===== src/core/ast_consts.svh =====
/*
 Constants for the sample-timing and repeat block: register offsets,
 field positions, reset values and stage limits.
 Assumes inclusion by the core module only.
*/
// Summary of operation
// - Charge period is 13 bits, two bytes
// - Nonzero charge N lasts exactly N clocks
// - Zero charge setting skips the charge stage
// - Sampling window is 13 bits, N clocks
// - Zero window skipped only if charge zero
// - Five-bit load select adds N picofarads
// - Repeat threshold sets triggers before test
// - Trigger tally counts converter triggers
// - Averaging modes output shifted running sum
// - Lowpass mode outputs filter result
// - Output high byte read-only, signed
// - Settings reset zero, tally keeps value
// - Upper three bits unimplemented, read zero
// - Clock choice clear selects system clock
// - Output low byte read-only, same computation
`ifndef AST_CONSTS_SVH
`define AST_CONSTS_SVH
`define AST_OFF_CHARGE_LO 12'h000
`define AST_OFF_CHARGE_HI 12'h004
`define AST_OFF_WINDOW_LO 12'h008
`define AST_OFF_WINDOW_HI 12'h00C
`define AST_OFF_LOAD 12'h010
`define AST_OFF_GOAL 12'h014
`define AST_OFF_TALLY 12'h018
`define AST_OFF_OUT_HI 12'h01C
`define AST_OFF_OUT_LO 12'h020
`define AST_OFF_CTRL 12'h024
`define AST_OFF_STATUS 12'h028
`define AST_HI_BITS 5
`define AST_RST_BYTE 8'h00
`define AST_RST_TIME 13'h0000
`define AST_WIN_ZERO_LEN 14'h2000
`define AST_CTRL_TRIG_BIT 0
`define AST_CTRL_RC_BIT 1
`define AST_CTRL_MODE_LSB 2
`define AST_CTRL_SHIFT_LSB 4
`endif


===== src/core/ast_pkg.sv =====
/*
 Types shared by the sample-timing block.
 Assumes nothing beyond the constants header.
*/
`default_nettype none
package ast_pkg;
   typedef enum logic [1:0] {
      AST_IDLE = 2'b00,
      AST_CHARGE = 2'b01,
      AST_WINDOW = 2'b11
   } ast_state_e;
   typedef enum logic [1:0] {
      AST_M_ACCUM = 2'b00,
      AST_M_AVG = 2'b01,
      AST_M_BURST = 2'b10,
      AST_M_LPF = 2'b11
   } ast_mode_e;
endpackage
`default_nettype wire


===== src/core/ast_core.sv =====
/*
 Sample timing, extra load select, repeat tally and smoothed output
 registers behind an APB slave with byte registers in 32-bit words.
 Assumes the running sum and lowpass result come from the math unit,
 and the dedicated RC clock arrives as a pulse synchronous to CLK_SYS_I.
*/
// Added by the designer: the address map and the APB register port.
`include "ast_consts.svh"
`default_nettype none
module ast_core
   import ast_pkg::*;
(
   // Clock and reset
   input wire logic CLK_SYS_I,
   input wire logic SRST_I,
   input wire logic POR_I,
   // APB
   input wire logic PSEL_I,
   input wire logic PENABLE_I,
   input wire logic PWRITE_I,
   input wire logic [11:0] PADDR_I,
   input wire logic [31:0] PWDATA_I,
   output logic [31:0] PRDATA_O,
   output logic PREADY_O,
   output logic PSLVERR_O,
   // Converter side
   input wire logic RC_TICK_I,
   input wire logic [17:0] RUNNING_SUM_I,
   input wire logic [15:0] LOWPASS_I,
   input wire logic RESULT_VALID_I,
   output logic [4:0] EXTRA_LOAD_O,
   output logic CHARGE_ACTIVE_O,
   output logic WINDOW_ACTIVE_O,
   output logic SAMPLE_DONE_O,
   output logic THRESH_TEST_O
);
   logic [7:0] charge_lo_q, window_lo_q, goal_q, tally_q;
   logic [4:0] charge_hi_q, window_hi_q, load_q;
   logic rc_sel_q, trig_q, busy_q;
   logic [1:0] mode_q;
   logic [3:0] shift_q;
   logic [15:0] out_q;
   logic [13:0] cnt_q;
   ast_state_e state_q;
   logic [12:0] charge_set, window_set;
   logic setup, wr, rd, tick, err;
   logic wr_charge_lo, wr_charge_hi, wr_window_lo, wr_window_hi;
   logic wr_load, wr_goal, wr_tally, wr_ctrl;
   logic [7:0] rbyte;

   assign charge_set = {charge_hi_q, charge_lo_q};
   assign window_set = {window_hi_q, window_lo_q};
   assign setup = PSEL_I && !PENABLE_I;
   // Writes land in the access cycle, so an abandoned setup changes nothing
   assign wr = PSEL_I && PENABLE_I && PWRITE_I && PREADY_O;
   assign rd = setup && !PWRITE_I;
   // RC clock counts only when selected, otherwise every system clock
   assign tick = rc_sel_q ? RC_TICK_I : 1'b1;

   // Write strobes: one per writable register (none for output or status), decoded once for all update blocks
   always_comb
   begin
      wr_charge_lo = 1'b0;
      wr_charge_hi = 1'b0;
      wr_window_lo = 1'b0;
      wr_window_hi = 1'b0;
      wr_load = 1'b0;
      wr_goal = 1'b0;
      wr_tally = 1'b0;
      wr_ctrl = 1'b0;
      if (wr)
      begin
         if (PADDR_I == `AST_OFF_CHARGE_LO)
            wr_charge_lo = 1'b1;
         else if (PADDR_I == `AST_OFF_CHARGE_HI)
            wr_charge_hi = 1'b1;
         else if (PADDR_I == `AST_OFF_WINDOW_LO)
            wr_window_lo = 1'b1;
         else if (PADDR_I == `AST_OFF_WINDOW_HI)
            wr_window_hi = 1'b1;
         else if (PADDR_I == `AST_OFF_LOAD)
            wr_load = 1'b1;
         else if (PADDR_I == `AST_OFF_GOAL)
            wr_goal = 1'b1;
         else if (PADDR_I == `AST_OFF_TALLY)
            wr_tally = 1'b1;
         else if (PADDR_I == `AST_OFF_CTRL)
            wr_ctrl = 1'b1;
      end
   end

   // Charge period: cleared by SRST_I only, not by POR_I, bytes written separately
   always_ff @(posedge CLK_SYS_I)
   begin
      if (SRST_I)
      begin
         charge_lo_q <= `AST_RST_BYTE;
         charge_hi_q <= 5'h00;
      end
      else if (wr_charge_lo)
         charge_lo_q <= PWDATA_I[7:0];
      else if (wr_charge_hi)
         charge_hi_q <= PWDATA_I[`AST_HI_BITS-1:0];
   end

   // Sampling window: no latch between the bytes, a stage may see a mix
   always_ff @(posedge CLK_SYS_I)
   begin
      if (SRST_I)
      begin
         window_lo_q <= `AST_RST_BYTE;
         window_hi_q <= 5'h00;
      end
      else if (wr_window_lo)
         window_lo_q <= PWDATA_I[7:0];
      else if (wr_window_hi)
         window_hi_q <= PWDATA_I[`AST_HI_BITS-1:0];
   end

   // Extra load select: upper three write bits are simply not stored
   always_ff @(posedge CLK_SYS_I)
   begin
      if (SRST_I)
         load_q <= 5'h00;
      else if (wr_load)
         load_q <= PWDATA_I[`AST_HI_BITS-1:0];
   end

   // Repeat threshold
   always_ff @(posedge CLK_SYS_I)
   begin
      if (SRST_I)
         goal_q <= `AST_RST_BYTE;
      else if (wr_goal)
         goal_q <= PWDATA_I[7:0];
   end

   // Control: clock choice, mode and output shift
   always_ff @(posedge CLK_SYS_I)
   begin
      if (SRST_I)
      begin
         rc_sel_q <= 1'b0;
         mode_q <= AST_M_ACCUM;
         shift_q <= 4'h0;
      end
      else if (wr_ctrl)
      begin
         rc_sel_q <= PWDATA_I[`AST_CTRL_RC_BIT];
         mode_q <= PWDATA_I[`AST_CTRL_MODE_LSB +: 2];
         shift_q <= PWDATA_I[`AST_CTRL_SHIFT_LSB +: 4];
      end
   end

   // Registered copy so the load pins never glitch during a decode
   always_ff @(posedge CLK_SYS_I)
   begin
      if (SRST_I)
         EXTRA_LOAD_O <= 5'h00;
      else
         EXTRA_LOAD_O <= load_q;
   end

   // Trigger request: software write of the trigger bit, held until taken
   always_ff @(posedge CLK_SYS_I)
   begin
      if (SRST_I)
         trig_q <= 1'b0;
      else if (wr_ctrl && PWDATA_I[`AST_CTRL_TRIG_BIT])
         trig_q <= 1'b1;
      else if (state_q == AST_IDLE)
         trig_q <= 1'b0;
   end

   // Sample sequencer
   always_ff @(posedge CLK_SYS_I)
   begin
      if (SRST_I)
      begin
         state_q <= AST_IDLE;
         cnt_q <= 14'h0000;
         SAMPLE_DONE_O <= 1'b0;
      end
      else
      begin
         SAMPLE_DONE_O <= 1'b0;
         case (state_q)
            AST_IDLE:
               if (trig_q)
               begin
                  if (charge_set != `AST_RST_TIME)
                  begin
                     state_q <= AST_CHARGE;
                     cnt_q <= {1'b0, charge_set};
                  end
                  else if (window_set != `AST_RST_TIME)
                  begin
                     state_q <= AST_WINDOW;
                     cnt_q <= {1'b0, window_set};
                  end
                  else
                     SAMPLE_DONE_O <= 1'b1;
               end
            AST_CHARGE:
               if (tick)
               begin
                  if (cnt_q == 14'h0001)
                  begin
                     state_q <= AST_WINDOW;
                     // Zero window after a charge stage means full length
                     cnt_q <= (window_set == `AST_RST_TIME) ?
                              `AST_WIN_ZERO_LEN : {1'b0, window_set};
                  end
                  else
                     cnt_q <= cnt_q - 14'h0001;
               end
            AST_WINDOW:
               if (tick)
               begin
                  if (cnt_q == 14'h0001)
                  begin
                     state_q <= AST_IDLE;
                     SAMPLE_DONE_O <= 1'b1;
                  end
                  else
                     cnt_q <= cnt_q - 14'h0001;
               end
            // Unused encoding: recover to idle rather than hang
            default:
               state_q <= AST_IDLE;
         endcase
      end
   end

   // Stage flags trail the state by one cycle
   always_ff @(posedge CLK_SYS_I)
   begin
      if (SRST_I)
      begin
         CHARGE_ACTIVE_O <= 1'b0;
         WINDOW_ACTIVE_O <= 1'b0;
         busy_q <= 1'b0;
      end
      else
      begin
         CHARGE_ACTIVE_O <= (state_q == AST_CHARGE);
         WINDOW_ACTIVE_O <= (state_q == AST_WINDOW);
         busy_q <= (state_q != AST_IDLE);
      end
   end

   // Tally survives ordinary resets; only power-on clears it
   always_ff @(posedge CLK_SYS_I)
   begin
      if (POR_I)
      begin
         tally_q <= `AST_RST_BYTE;
         THRESH_TEST_O <= 1'b0;
      end
      else if (SRST_I)
         THRESH_TEST_O <= 1'b0;
      else
      begin
         THRESH_TEST_O <= 1'b0;
         // A goal of 0 or 1 tests after every sample outside accumulate mode
         if (SAMPLE_DONE_O)
         begin
            if (mode_q != AST_M_ACCUM && tally_q + 8'h01 >= goal_q)
            begin
               tally_q <= 8'h00;
               THRESH_TEST_O <= 1'b1;
            end
            else
               tally_q <= tally_q + 8'h01;
         end
         else if (wr_tally)
            tally_q <= PWDATA_I[7:0];
      end
   end

   // Smoothed output: left as is by reset
   always_ff @(posedge CLK_SYS_I)
   begin
      if (RESULT_VALID_I)
      begin
         if (mode_q == AST_M_LPF)
            out_q <= LOWPASS_I;
         else
            // Arithmetic shift keeps the sign of the running sum
            out_q <= 16'($signed(RUNNING_SUM_I) >>> shift_q);
      end
   end

   always_comb
   begin
      rbyte = 8'h00;
      err = 1'b0;
      if (PADDR_I == `AST_OFF_CHARGE_LO)
         rbyte = charge_lo_q;
      else if (PADDR_I == `AST_OFF_CHARGE_HI)
         rbyte = {3'h0, charge_hi_q};
      else if (PADDR_I == `AST_OFF_WINDOW_LO)
         rbyte = window_lo_q;
      else if (PADDR_I == `AST_OFF_WINDOW_HI)
         rbyte = {3'h0, window_hi_q};
      else if (PADDR_I == `AST_OFF_LOAD)
         rbyte = {3'h0, load_q};
      else if (PADDR_I == `AST_OFF_GOAL)
         rbyte = goal_q;
      else if (PADDR_I == `AST_OFF_TALLY)
         rbyte = tally_q;
      else if (PADDR_I == `AST_OFF_OUT_HI)
         rbyte = out_q[15:8];
      else if (PADDR_I == `AST_OFF_OUT_LO)
         rbyte = out_q[7:0];
      else if (PADDR_I == `AST_OFF_CTRL)
         rbyte = {shift_q, mode_q, rc_sel_q, 1'b0};
      else if (PADDR_I == `AST_OFF_STATUS)
         rbyte = {5'h00, busy_q, state_q};
      else
         err = 1'b1;
   end

   // No wait state: answer registered in the setup cycle
   // Read data stands from the access cycle until the next read
   always_ff @(posedge CLK_SYS_I)
   begin
      if (SRST_I)
      begin
         PRDATA_O <= 32'h0000_0000;
         PREADY_O <= 1'b0;
         PSLVERR_O <= 1'b0;
      end
      else
      begin
         PREADY_O <= setup;
         PSLVERR_O <= setup && err;
         if (rd)
            PRDATA_O <= {24'h00_0000, rbyte};
      end
   end
endmodule
`default_nettype wire


===== config.mk =====
export PLATFORM = sky130hd
export DESIGN_NAME = ast_core
export DESIGN_NICKNAME = d
export VERILOG_FILES = /design/src/core/ast_pkg.sv /design/src/core/ast_core.sv
export VERILOG_INCLUDE_DIRS = /design/src /design/src/core
export SDC_FILE = /design/constraint.sdc
export NUM_CORES = 1
export LEC_CHECK = 0
export ABC_AREA = 1
export BUFFER_PORTS_ARGS = -buffer_cell sky130_fd_sc_hd__buf_4
export CAP_MARGIN = 40
export CORE_UTILIZATION = 52
export DETAILED_ROUTE_END_ITERATION = 10
export GPL_TIMING_DRIVEN = 0
export PLACE_DENSITY = 0.87
export SYNTH_ARGS = -nofsm -noshare
export SYNTH_HDL_FRONTEND = slang
export SYNTH_SLANG_ARGS = --single-unit

===== constraint.sdc =====
create_clock -name CLK_SYS_I -period 2.9 [get_ports CLK_SYS_I]
set_input_delay 0.29 -clock CLK_SYS_I [delete_from_list [all_inputs] [get_ports CLK_SYS_I]]
set_output_delay 0.29 -clock CLK_SYS_I [all_outputs]
set_load 0.05 [all_outputs]

**After elaboration in Yosys (flattened, before gate mapping)**

Cells that the tools add are included.

- Shift operators: 1
- Magnitude comparators: 1
- Multiplexer cells: 97
- Eq/ne operators: 21
- Add/subtract/negate cells: 2
- Bitwise operators: 4
- Reductions and logical operators: 26

Operators by type and width:

| kind | count |
|---|---|
| $mux W14 | 8 |
| $mux W8 | 13 |
| $mux W1 | 64 |
| $eq A12 B5 Y1 const B | 4 |
| $pmux W14 S3 | 1 |
| $eq A12 B6 Y1 const B | 3 |
| $reduce_bool A13 Y1 | 2 |
| $eq A12 B4 Y1 const B | 2 |
| $sshr A18 B4 Y16 | 1 |
| $mux W16 | 1 |
| $eq A14 B1 Y1 const B | 1 |
| $mux W2 | 7 |
| $sub A14 B1 Y14 const B | 1 |
| $logic_not A13 Y1 | 1 |
| $eq A12 B3 Y1 const B | 1 |
| $logic_not A12 Y1 | 1 |
| $ne A2 B2 Y1 const B | 6 |
| $reduce_and A6 Y1 | 2 |
| $add A8 B1 Y8 const B | 1 |
| $ge A8 B8 Y1 | 1 |
| $logic_and A1 B1 Y1 | 8 |
| $reduce_bool A2 Y1 | 4 |
| $pmux W2 S3 | 1 |
| $reduce_and A2 Y1 | 3 |
| other kinds (10) | 15 |

- Bits of input ports: 86
- Output and inout bits: 43
- Logic and storage cells: 175
- Register bits after elaboration: 107

**Longest topological paths before layout**

- Depth after elaboration: 13
- Gate-level depth with buffers: 15
- Gate-level depth less buffers: 15

**Least setup slack after synthesis**

No wires, ideal clock.

- Path type: flip-flop to flip-flop
- Start: register tally_q[2]
- End: register tally_q[0]
- Library setup time: 70 ps
- Data arrival time: 2066 ps
- Cell stages (with the launch flop): 13
- Path buffers: 0
- Path slack: 764 ps
- Data required time: 2830 ps
- Period minus slack after synthesis: 2136 ps
- Path through: dfxtp_1 -> nand3_1 -> nand3b_1 -> nor3_1 -> xor2_1 -> ha_1 -> nand2_1 -> nor2_1 -> nand4_1 -> o2111ai_1 -> o21ai_1 -> nand3_1 -> a21oi_1

- Word-level cells in the longest chain between the ends: 5

Ends and longest elaborated chain:

| element | line | RTL |
|---|---|---|
| from (decl) | ast_core.sv:37 | `logic [7:0] charge_lo_q, window_lo_q, goal_q, tally_q;` |
| from (signal assigned) | ast_core.sv:257 | `` tally_q <= `AST_RST_BYTE; `` |
| from (signal assigned) | ast_core.sv:274 | `tally_q <= tally_q + 8'h01;` |
| from (signal assigned) | ast_core.sv:277 | `tally_q <= PWDATA_I[7:0];` |
| $add A8 B1 Y8 | ast_core.sv:268 | `if (mode_q != AST_M_ACCUM && tally_q + 8'h01 >= goal_q)` |
| $ge A8 B8 Y1 | ast_core.sv:268 |  |
| $logic_and A1 B1 Y1 | ast_core.sv:268 |  |
| $mux W8 | ast_core.sv:268 |  |
| $mux W8 | ast_core.sv:266 | `if (SAMPLE_DONE_O)` |

Every way passes these cells.
A chain may end at the register's enable or synchronous reset.

**Worst setup path after layout**

- Start: register tally_q[2]
- End: register tally_q[2]

- Word-level cells in the longest chain between the ends: 5

Ends and longest elaborated chain:

| element | line |
|---|---|
| $add A8 B1 Y8 * | ast_core.sv:268, ast_core.sv:274 |
| $ge A8 B8 Y1 | ast_core.sv:268 |
| $logic_and A1 B1 Y1 | ast_core.sv:268 |
| $mux W8 * | ast_core.sv:268 |
| $mux W8 * | ast_core.sv:266 |

Mark *: on every way between the ends. The rest lies on a longest branch, timed or not.

==> impl_metrics.json <==
{
  "status": "complete, no violations",
  "synth_top_family_by_area": "simple AND/OR/NAND/NOR gates",
  "syn_inst": 967,
  "drtAntennaViolNets": 0,
  "insertion_delay_ns": 0.36,
  "synth.area.mux_share_pct": 0.754,
  "timing.rr.end": "tally_q[2]",
  "reg2regPathDepth": 12,
  "synth_edf_count": 16,
  "worstMarginPinSlew_ns": 0.820,
  "htreeDepth": 3,
  "yosysUniqueCellTypes": 48,
  "p_sw_uw": 759,
  "routabilityCongestion": 1.02,
  "rr_startpoint": "tally_q[2]",
  "antenna_found_initial": 0,
  "drt_iter0_drc": 950,
  "final_cell_mix": "168 x nand2_1, 126 x o21ai_0, 104 x buf_4, 98 x inv_1, 92 x nor2_1",
  "cts_root_buf": "clkbuf_16",
  "cp.arrival_ns": 2.86,
  "final_util_pct": 63.7,
  "ys_seq_area_share_pct": 34.7,
  "leakage_uw": 0.00347,
  "wl_per_cell_um": 16.6,
  "diodes": 0,
  "fmax_mhz": 389,
  "post_cts_buffers": 0,
  "fin_hold_ws_ns": 0.0930,
  "num_vias": 7211,
  "setup_slack_ns": 0.326,
  "p_clk_share_pct": 37.4,
  "power_frac_comb_pct": 11.1,
  "cts_tree": "done",
  "wirelength_mm": 20.8,
  "timing.final.crit_share_pct": 88.7,
  "synth_warnings": 0,
  "grt.overflow.total": 0,
  "p_int_uw": 2210,
  "path_delay_family": "simple AND/OR/NAND/NOR gates",
  "slowest_stage": "dfxtp_1",
  "slowest_delay_ns": 0.42,
  "dp_slack_ns": 0.294,
  "firstDrtPassIters": 6,
  "whs_path_depth": 2,
  "crit_chain": "nand3_1, nand3b_1, nor3_1, xor2_1, ha_1, nand2_1, nor2_1, nand4_1, o2111ai_1, o21ai_2, nand3_1, a21oi_1",
  "start_util_pct": 54.4,
  "dp_cells": 1237,
  "setup-tns-final_ns": 0,
  "fin_cells": 1252,
  "die_area_sq_um": 13200,
  "final-setup-viol-count": 0,
  "clk_path_buf_depth": 2,
  "numCtsBuffers": 9,
  "drc": 0,
  "fp.dieH_um": 115,
  "pwr-share-seq_pct": 51.5,
  "slew_violations": 0,
  "yosys.area_share.simple_pct": 24.6,
  "drive_gt1_share_pct": 15.9,
  "end_kind": "flop",
  "vdd_drop_max_uv": 244,
  "synth_xor_area_share_pct": 1.98,
  "netlist_area_sq_um": 6640,
  "num_rows": 40,
  "cts_sinks": 107,
  "hold_violations": 0,
  "switching_share_pct": 25.6,
  "synth-async-reset-ratio_pct": 0,
  "r2r_slack_ns": 0.33,
  "path_max_fanout": 9,
  "design.core.area_sq_um": 12200,
  "cp_num_buf_inv": 0,
  "rsz0062_at_grt": "false",
  "min_delay_worst_endpoint": "THRESH_TEST_O",
  "min_period_ns": 2.57,
  "relSlewSlack_pct": 45.4,
  "avgSynthCellArea_sq_um": 6.87,
  "ys_ff_latch": 107,
  "p_per_area_nw_per_um2": 381,
  "worstHoldStart": "POR_I",
  "dieWidth_um": 115,
  "skew_ns": 0.00584,
  "fill_cells": 1153,
  "critPathLaunchType": "flop",
  "ioPinCount": 129,
  "dp_hpwl_mm": 16.0,
  "port_buffers": 79,
  "grt_pass1_wl_mm": 33.1,
  "synth_compound_area_share_pct": 23.9,
  "critPathKind": "reg2reg",
  "synth_adder_area_share_pct": 2.64,
  "path_clk_slew_ns": 0.07,
  "nNetsFinal": 1180,
  "hp-class": "in2reg",
  "first_global_vias": 6565,
  "track_usage_pct": 32.6,
  "final_common_cell": "nand2_1",
  "synth_top_flop_cell": "dfxtp_1",
  "via_per_inst": 5.76,
  "area_delta_synth_final_pct": 17.3,
  "grt_max_degree": 17,
  "cp.required_ns": 3.19,
  "maxCapViolations": 0,
  "cpMostUsedCell": "nand3_1"
}
==> flip-flops by register name, summed over array words and instances, names as in the netlist <==
name / count
SAMPLE_DONE_O: 1
PSLVERR_O: 1
WINDOW_ACTIVE_O: 1
window_hi_q: 5
out_q: 16
shift_q: 4
busy_q: 1
mode_q: 2
load_q: 5
THRESH_TEST_O: 1
rc_sel_q: 1
charge_lo_q: 8
goal_q: 8
charge_hi_q: 5
CHARGE_ACTIVE_O: 1
trig_q: 1
cnt_q: 14
PRDATA_O: 8
state_q: 2
EXTRA_LOAD_O: 5
tally_q: 8
window_lo_q: 8
PREADY_O: 1
==> worst register-to-register path: stages (launching register included) <==
cell	delay (ns)
dfxtp_1	0.42
nand3_1	0.13
nand3b_1	0.22
nor3_1	0.20
xor2_1	0.27
ha_1	0.30
nand2_1	0.10
nor2_1	0.07
nand4_1	0.07
o2111ai_1	0.20
o21ai_2	0.25
nand3_1	0.14
a21oi_1	0.15
==> routing by layer <==
layer / wire (um) / GRT usage [%] / up-vias
met5: 0 / 0 / -
met4: 768 / 14.1 / 0
met1: 8150 / 40.8 / 3274
met2: 9810 / 54.5 / 407
li1: - / - / 3455
met3: 2090 / 6.43 / 75
==> what timing repair did <==
item                                    in CTS  in global routing
hold buffers                                 0                  0
endpoints found under the setup margin       0                  8
gates resized for setup                      0                  1
==> how the worst max path moves through the flow <==
stage,startpoint,endpoint,slack (ns),cells after the start
detailed placement,tally_q[2],tally_q[2],0.29,12
global route,tally_q[2],tally_q[5],0.13,12
CTS,tally_q[2],tally_q[2],0.21,12
floorplan,tally_q[2],tally_q[0],0.76,12
finish,tally_q[2],tally_q[2],0.33,12
global placement,tally_q[2],tally_q[6],0.32,12
==> stage by stage <==
| stage | power [uW] | area [sq um] |
|---|---|---|
| after floorplan | 1750 | 6730 |
| final | 2970 | 7780 |
| after detailed placement | 1880 | 7530 |
| after global placement | 1880 | 7530 |
| after global routing | 3050 | 7780 |
| after CTS | 2970 | 7780 |
==> power by group through the flow <==
stage	clock, uW	combinational (uW)	sequential (uW)
final	1110	330	1530
after global placement	0	320	1560
after CTS	1110	324	1530
after detailed placement	0	323	1560
after global routing	1170	352	1530
after floorplan	0	182	1570
==> cell usage after synthesis (9+ instances only) <==
cell type / n / area [sq um]
a211oi_1: 13 / 97.6
a21oi_1: 88 / 440
buf_2: 10 / 50.1
buf_4: 25 / 188
clkbuf_1: 19 / 71.3
dfxtp_1: 91 / 1820
edfxtp_1: 16 / 480
ha_1: 14 / 175
inv_1: 98 / 368
inv_2: 19 / 71.3
nand2_1: 168 / 631
nand3_1: 53 / 265
nand4_1: 15 / 93.8
nor2_1: 92 / 345
nor3_1: 11 / 55.1
o211ai_1: 9 / 67.6
o21ai_0: 126 / 631
o22ai_1: 14 / 87.6
xor2_1: 13 / 114
==> cell families after synthesis <==
logic type / after synthesis
buf+inv: 174
xor+xnor: 15
mux: 5
flops: 107
simple gates: 368
fa+ha+maj: 14
other cells: 1
compound gates: 283
==> final cells by class <==
cell class | count | area (sq um) | share of cell area [%]
multi-input combinational | 709 | 3670 | 47.1
sequential | 107 | 2300 | 29.6
timing repair buffer | 79 | 593 | 7.62
inverter | 119 | 447 | 5.74
buffer | 55 | 313 | 4.02
clock buffer | 11 | 233 | 2.99
tap | 168 | 210 | 2.70
clock inverter | 4 | 20.0 | 0.257
Power figures use the tool's default switching activity.
